===== src/rtl/sps_pkg.sv =====
// constants, pin indices, coil patterns and state layout of the phase sequencer
// assumes a single 250 MHz clock and pin inputs that are asynchronous to it
package sps_pkg;

  // positions of the pin inputs inside the synchroniser vectors
  localparam int NUM_IN  = 8;
  localparam int IN_STEP = 0;
  localparam int IN_EXC  = 1;
  localparam int IN_EDGE = 2;
  localparam int IN_DIR  = 3;
  localparam int IN_SRST = 4;
  localparam int IN_EN   = 5;
  localparam int IN_OC   = 6;
  localparam int IN_OT   = 7;

  localparam logic [NUM_IN-1:0] PINS_RESET = 8'h00;

  // eight half-step positions; even ones energise two coils, odd ones a single coil
  typedef logic [2:0] sps_pos_t;

  localparam sps_pos_t POS_INIT  = 3'h0;
  localparam sps_pos_t STEP_HALF = 3'h1;
  localparam sps_pos_t STEP_FULL = 3'h2;

  typedef struct packed {
    logic one_drive;
    logic one_return;
    logic two_drive;
    logic two_return;
  } sps_coils_t;

  localparam sps_coils_t COILS_OFF = 4'h0;

  // nibble per position, position 0 in the low nibble:
  // 0 drive1+ret2, 1 drive1, 2 drive1+drive2, 3 drive2,
  // 4 drive2+ret1, 5 ret1, 6 ret1+ret2, 7 ret2
  localparam logic [31:0] PATTERN_TABLE = 32'h1546_2a89;
  localparam int          PATTERN_W     = 4;

  localparam logic FAULT_KIND_OVERCURRENT = 1'b0;
  localparam logic FAULT_KIND_OVERHEAT    = 1'b1;

  typedef enum logic {
    SEQ_HOLD,
    SEQ_RUN
  } sps_seq_t;

  typedef struct packed {
    logic [NUM_IN-1:0] sync1;
    logic [NUM_IN-1:0] sync2;
    logic [NUM_IN-1:0] sync3;
    logic [NUM_IN-1:0] filt;
    sps_seq_t          seq;
    sps_pos_t          pos;
    logic              oc;
    logic              ot;
    logic              kind;
    sps_coils_t        coils;
    logic              fault_n;
  } sps_state_t;

endpackage : sps_pkg


===== src/rtl/sps_stepper_phase_sequencer.sv =====
// phase sequencer of a unipolar two-phase stepping motor driver
// assumes every pin input is asynchronous to clock_i and far slower than it
`timescale 1ns/10ps

module sps_stepper_phase_sequencer (
  input  wire logic clock_i,
  input  wire logic resetn_i,
  input  wire logic step_clock_i,
  input  wire logic excitation_select_i,
  input  wire logic edge_select_i,
  input  wire logic direction_select_i,
  input  wire logic sequencer_reset_n_i,
  input  wire logic output_enable_i,
  input  wire logic overcurrent_detect_i,
  input  wire logic overheat_detect_i,
  output logic      coil_one_drive_o,
  output logic      coil_one_return_o,
  output logic      coil_two_drive_o,
  output logic      coil_two_return_o,
  output logic      fault_flag_n_o,
  output logic      fault_kind_level_o
);

  sps_pkg::sps_state_t q;
  sps_pkg::sps_state_t d;
  logic [sps_pkg::NUM_IN-1:0] pins;
  logic [sps_pkg::NUM_IN-1:0] rise;
  logic [sps_pkg::NUM_IN-1:0] fall;
  logic                       step_edge;
  logic                       advance;
  logic                       fault_any;
  sps_pkg::sps_pos_t          incr;

  always_comb
  begin
    pins                       = '0;
    pins[sps_pkg::IN_STEP]     = step_clock_i;
    pins[sps_pkg::IN_EXC]      = excitation_select_i;
    pins[sps_pkg::IN_EDGE]     = edge_select_i;
    pins[sps_pkg::IN_DIR]      = direction_select_i;
    pins[sps_pkg::IN_SRST]     = sequencer_reset_n_i;
    pins[sps_pkg::IN_EN]       = output_enable_i;
    pins[sps_pkg::IN_OC]       = overcurrent_detect_i;
    pins[sps_pkg::IN_OT]       = overheat_detect_i;
  end

  always_comb
  begin
    d       = q;
    d.sync1 = pins;
    d.sync2 = q.sync1;
    d.sync3 = q.sync2;
    // a level is taken only once the second and third stages agree, which rejects
    // a single sample caught mid-transition
    d.filt  = (q.sync2 & q.sync3) | (q.filt & (q.sync2 ^ q.sync3));
    rise    = d.filt & ~q.filt;
    fall    = ~d.filt & q.filt;

    step_edge = rise[sps_pkg::IN_STEP]
              | (~q.filt[sps_pkg::IN_EDGE] & fall[sps_pkg::IN_STEP]);

    // fault latches: a detector firing in the clearing cycle keeps its latch set
    d.oc = q.filt[sps_pkg::IN_OC] | (q.oc & ~rise[sps_pkg::IN_SRST]);
    d.ot = q.filt[sps_pkg::IN_OT] | (q.ot & ~rise[sps_pkg::IN_SRST]);
    if (q.filt[sps_pkg::IN_OT] && !q.ot)
    begin
      d.kind = sps_pkg::FAULT_KIND_OVERHEAT;
    end
    else if (q.filt[sps_pkg::IN_OC] && !q.oc && !q.ot)
    begin
      d.kind = sps_pkg::FAULT_KIND_OVERCURRENT;
    end
    fault_any = d.oc | d.ot;

    // stepping pauses while disabled or faulted so the position is kept
    advance = step_edge && q.filt[sps_pkg::IN_EN] && !(q.oc | q.ot);
    // an odd position in full-step mode takes a half step back onto the
    // two-coil grid, so a mode change never skips a phase
    incr = (q.filt[sps_pkg::IN_EXC] || q.pos[0]) ? sps_pkg::STEP_HALF
                                                 : sps_pkg::STEP_FULL;

    case (q.seq)
      sps_pkg::SEQ_HOLD:
      begin
        d.pos = sps_pkg::POS_INIT;
        if (rise[sps_pkg::IN_SRST])
        begin
          d.seq = sps_pkg::SEQ_RUN;
        end
      end
      sps_pkg::SEQ_RUN:
      begin
        if (!q.filt[sps_pkg::IN_SRST])
        begin
          d.seq = sps_pkg::SEQ_HOLD;
          d.pos = sps_pkg::POS_INIT;
        end
        else if (advance)
        begin
          d.pos = q.filt[sps_pkg::IN_DIR] ? q.pos - incr : q.pos + incr;
        end
      end
      default:
      begin
        d.seq = sps_pkg::SEQ_HOLD;
        d.pos = sps_pkg::POS_INIT;
      end
    endcase

    if (d.seq == sps_pkg::SEQ_RUN && d.filt[sps_pkg::IN_EN] && !fault_any)
    begin
      d.coils = sps_pkg::PATTERN_TABLE[d.pos*sps_pkg::PATTERN_W +: sps_pkg::PATTERN_W];
    end
    else
    begin
      d.coils = sps_pkg::COILS_OFF;
    end
    d.fault_n = ~fault_any;
  end

  // the synchronous reset stands in for the power-on reset of the logic supply
  always_ff @(posedge clock_i)
  begin
    if (!resetn_i)
    begin
      q.sync1   <= sps_pkg::PINS_RESET;
      q.sync2   <= sps_pkg::PINS_RESET;
      q.sync3   <= sps_pkg::PINS_RESET;
      q.filt    <= sps_pkg::PINS_RESET;
      q.seq     <= sps_pkg::SEQ_HOLD;
      q.pos     <= sps_pkg::POS_INIT;
      q.oc      <= 1'b0;
      q.ot      <= 1'b0;
      q.kind    <= sps_pkg::FAULT_KIND_OVERCURRENT;
      q.coils   <= sps_pkg::COILS_OFF;
      q.fault_n <= 1'b1;
    end
    else
    begin
      q <= d;
    end
  end

  assign coil_one_drive_o   = q.coils.one_drive;
  assign coil_one_return_o  = q.coils.one_return;
  assign coil_two_drive_o   = q.coils.two_drive;
  assign coil_two_return_o  = q.coils.two_return;
  assign fault_flag_n_o     = q.fault_n;
  assign fault_kind_level_o = q.kind;
endmodule : sps_stepper_phase_sequencer


===== config.mk =====
export PLATFORM = sky130hd
export DESIGN_NAME = sps_stepper_phase_sequencer
export DESIGN_NICKNAME = d
export VERILOG_FILES = /design/src/rtl/sps_pkg.sv /design/src/rtl/sps_stepper_phase_sequencer.sv
export SDC_FILE = /design/constraint.sdc
export NUM_CORES = 1
export LEC_CHECK = 0
export BUFFER_PORTS_ARGS = -buffer_cell sky130_fd_sc_hd__buf_2
export CAP_MARGIN = 20
export CELL_PAD_IN_SITES_DETAIL_PLACEMENT = 1
export CELL_PAD_IN_SITES_GLOBAL_PLACEMENT = 1
export CORE_MARGIN = 8
export CORE_UTILIZATION = 32
export CTS_CLUSTER_DIAMETER = 150
export DETAILED_ROUTE_END_ITERATION = 8
export PLACE_DENSITY = 0.59
export RECOVER_POWER = 100
export SLEW_MARGIN = 40
export SYNTH_ARGS = -nofsm -noshare
export SYNTH_HDL_FRONTEND = slang
export SYNTH_SLANG_ARGS = --single-unit

===== constraint.sdc =====
create_clock -name clock_i -period 1.8 [get_ports clock_i]
set_clock_uncertainty 0.15 [all_clocks]
set_input_delay 0.36 -clock clock_i [delete_from_list [all_inputs] [get_ports clock_i]]
set_output_delay 0.36 -clock clock_i [all_outputs]
set_load 0.02 [all_outputs]

==> summary.md <==
| Metric | Value |
|---|---|
| Status | finished, violations left |
| Failing checks | negative setup slack |
| Worst path depth | 8 |
| Starting DRT DRC Count | 34 |
| Largest net degree at the start of global routing | 39 |
| GR Util All Layers | 0.0922 |
| Avg Cell Area, Syn | between 10 and 15 um2 |
| Core Region | between 5000 and 6000 um2 |
| Post-synth cell types | 30 |
| Number of core rows | 26 |
| Top cells by area, synth | dfxtp_1 (53%), and2_1 (9.8%), ha_1 (6.1%) |
| Syn nets | ~170 |
| Yosys warnings | 0 |
| Crit start category | flop |
| TritonCTS clock tree | yes |
| Die area | 7720 um2 |
| WP buf/inv | 2 |
| Hold depth | 2 |
| Antenna diodes | 0 |
| Data required time of the critical path | around 1800 ps |
| I/O pin cnt | 16 |
| Layout cells sized above 1 | 0.295 |
| CP startpoint | q[13]$_SDFF_PN0_ |
| Placement-stage cell area | approximately 1900 um2 |
| IO Port Bufs | 15 |
| Critical Setup Path Class | reg2reg |
| Root buffer cell | clkbuf_8 |
| Area of the multi-input gates | between 800 and 900 um2 |
| WL final | 3280 um |
| CTS Buf Count | 5 |
| WP data arrival | between 2000 and 2500 ps |
| Buffer depth of the longest clock path | 2 |
| Final WS setup | -213 ps |
| End of the worst register-to-register path | coil_two_drive_o$_SDFF_PN0_ |
| Hold_ws | roughly 110 ps |
| Crit-path max cell delay | approximately 360 ps |
| Clock Pin Slew Worst Setup and Hold Paths | 80 ps |
| Worst-Margin Slew | between 500 and 600 ps |
| Slowest-stage cell, CP | fa_2 |
| FF-to-FF setup slack | -210 ps |
| Clock Sinks | 44 |
| Worst Path Max Fanout | 4 |
| Synthesized flop and latch total | between 40 and 50 |
| Worst hold path type | in2reg |
| Fmax | roughly 500 MHz |
| Post-Syn Area | ~1700 um2 |
| DRC viols | 0 |
| Reg-to-reg critical path startpoint | q[13]$_SDFF_PN0_ |
| Crit-path leading delay family | compound AO/OA/AOI/OAI gates |
| RSZ-0062 raised after global routing | yes |
| Pre-antenna DRT Iters | 2 |
| Util after Layout | 0.419 |
| H-tree lvl count | 2 |
| Hold Buf Count CTS | 0 |
| Area leader, netlist | dfxtp_1 |
| Pwr dens | slightly below 800 nW/um2 |
| Die extent in x | around 90 um |
| Initial Utilization | 0.328 |
| HPWL Detailed | 2220 um |
| Fin crit share | 1.12 |
| PnR Total Power | 1.67 mW |
| Vias in the first global route | 1218 |
| Peak VDD IR | 0.000395 V |
| Initial antenna violation count | 0 |
| Vias per inst | roughly 4.5 |
| Routed Antenna Nets | 0 |
| Finished Cell Area | between 2000 and 2500 um2 |
| Pleak | 0.831 nW |
| DR WL/cell | ~13 um |
| Fillers | 546 |
| Share of the synthesized area in the top cell type | 0.533 |
| Mapped Cells | around 160 |
| Tmin final | approximately 2000 ps |
| Grt total ovfl | 0 |
| Vias | between 1k and 1.5k |
| Skew-Pair Late Insertion Delay | 300 ps |
| Cells on worst reg2reg path | 8 |
| Crit path top cell by count | a211oi_2 |
| Final setup fails | 6 |
| Final Hold Fails | 0 |
| Area grow syn2layout | 27.7% |
| GP Congestion | ~0.73 |
| Global-route wire length before repair | 5430 um |
| Final net count | roughly 210 |
| Crit. End Element | flop |
| Crit path cell chain | nor2b_4 > inv_2 > fa_2 > buf_4 > xnor2_4 > xnor2_1 > a211oi_2 > a211oi_2 |
| Worst Setup EP | coil_two_drive_o$_SDFF_PN0_ |
| Die Ht | just under 90 um |
| Maxcap violations | 0 |
| Slew Limit Fails | 0 |
| Max_slew headroom | 0.635 |
| Register area share after synthesis | 0.533 |
| Reg area | about 880 um2 |
## final cells by class
cell class | instances | area share
flip-flops and latches | 44 | 0.419
multi-input cells | 104 | 0.399
repair buffers | 32 | 0.0931
well taps | 70 | 0.0415
clock buffers | 5 | 0.0326
clock inverters | 3 | 0.0113
inverters | 2 | 0.00356
## stage by stage
step	cells	setup TNS (ps)	setup slack, ps
after CTS	256	-933	-216
after global routing	260	-1500	-293
after detailed placement	246	-990	-264
after floorplan	155	-165	-49.2
final	260	-881	-213
after global placement	246	-653	-152
## worst reg2reg max path, stage by stage, from the launching register on
cell and delay (ps):
dfxtp_2 340, nor2b_4 140, inv_2 50, fa_2 360
buf_4 160, xnor2_4 180, xnor2_1 120, a211oi_2 310
a211oi_2 80
## cells in the mapped netlist, drive strengths merged
cell,number
dfxtp,44
and2,26
nor2b,15
a21oi,13
ha,8
nand2,7
nor2,6
clkbuf,5
a211oi,3
nor3,3
o21ai,3
inv,2
mux2,2
mux2i,2
o21a,2
xnor2,2
xor2,2
and4,1
and4b,1
fa,1
nand2b,1
nand4,1
nor3b,1
nor4b,1
o2111ai,1
o211ai,1
o41ai,1
## layer usage
layer	GRT usage	wire [um]
met1	0.101	1370
met2	0.145	1680
met3	0.0375	148
met4	0.0578	78
met5	0	0
## timing repair
action	CTS	global route
endpoints found under the setup margin	7	7
buffers inserted	2	5
gates resized for setup	5	11
pin swaps	4	4
## flip-flops by register name, indices dropped and copies added (netlist names)
register	flops
coil_one_return_o	1
q	22
coil_one_drive_o	1
fault_kind_level_o	1
coil_two_return_o	1
coil_two_drive_o	1
d	16
fault_flag_n_o	1
## cells by family (layout without fill, tap and decap cells)
family          count (synthesis)  in the layout  synth area share
compound gates                 24             24            0.0976
simple gates                   63             63             0.232
buf+inv                         7             42            0.0159
mux                             4              4            0.0280
fa+ha+maj                       9              9            0.0727
flops                          44             44             0.533
xor+xnor                        4              4            0.0212
## worst min-delay path by stage
| stage | start | endpoint | slack, ps |
|---|---|---|---|
| floorplan | d[28]$_SDFF_PN0_ | d[20]$_SDFF_PN0_ | 260 |
| global placement | d[35]$_SDFF_PN0_ | d[27]$_SDFF_PN0_ | 270 |
| detailed placement | d[29]$_SDFF_PN0_ | d[21]$_SDFF_PN0_ | 270 |
| CTS | sequencer_reset_n_i | d[32]$_SDFF_PN0_ | 100 |
| global route | sequencer_reset_n_i | d[32]$_SDFF_PN0_ | 90 |
| finish | overheat_detect_i | d[35]$_SDFF_PN0_ | 110 |
## power breakdown
group	internal [mW]	switching, mW	leakage, nW	total [mW]
clock network	0.275	0.341	0.0404	0.615
logic	0.0293	0.0233	0.430	0.0526
registers	0.995	0.00806	0.360	1.00
total	1.30	0.372	0.831	1.67
## layout by cell type (no fill, tap or decap), types with 2 or more instances in the layout
cell type,count
clkinvlp_4,2
a211oi_2,3
nand2_1,7
buf_4,15
o21a_1,2
ha_1,7
buf_2,9
nor2b_1,14
dfxtp_1,41
a21oi_1,13
clkbuf_8,5
dfxtp_2,3
nor2_2,2
clkbuf_1,6
and2_1,18
and2_0,8
nor2_1,4
nor3_1,2
mux2i_1,2
Power figures use the tool's default switching activity.
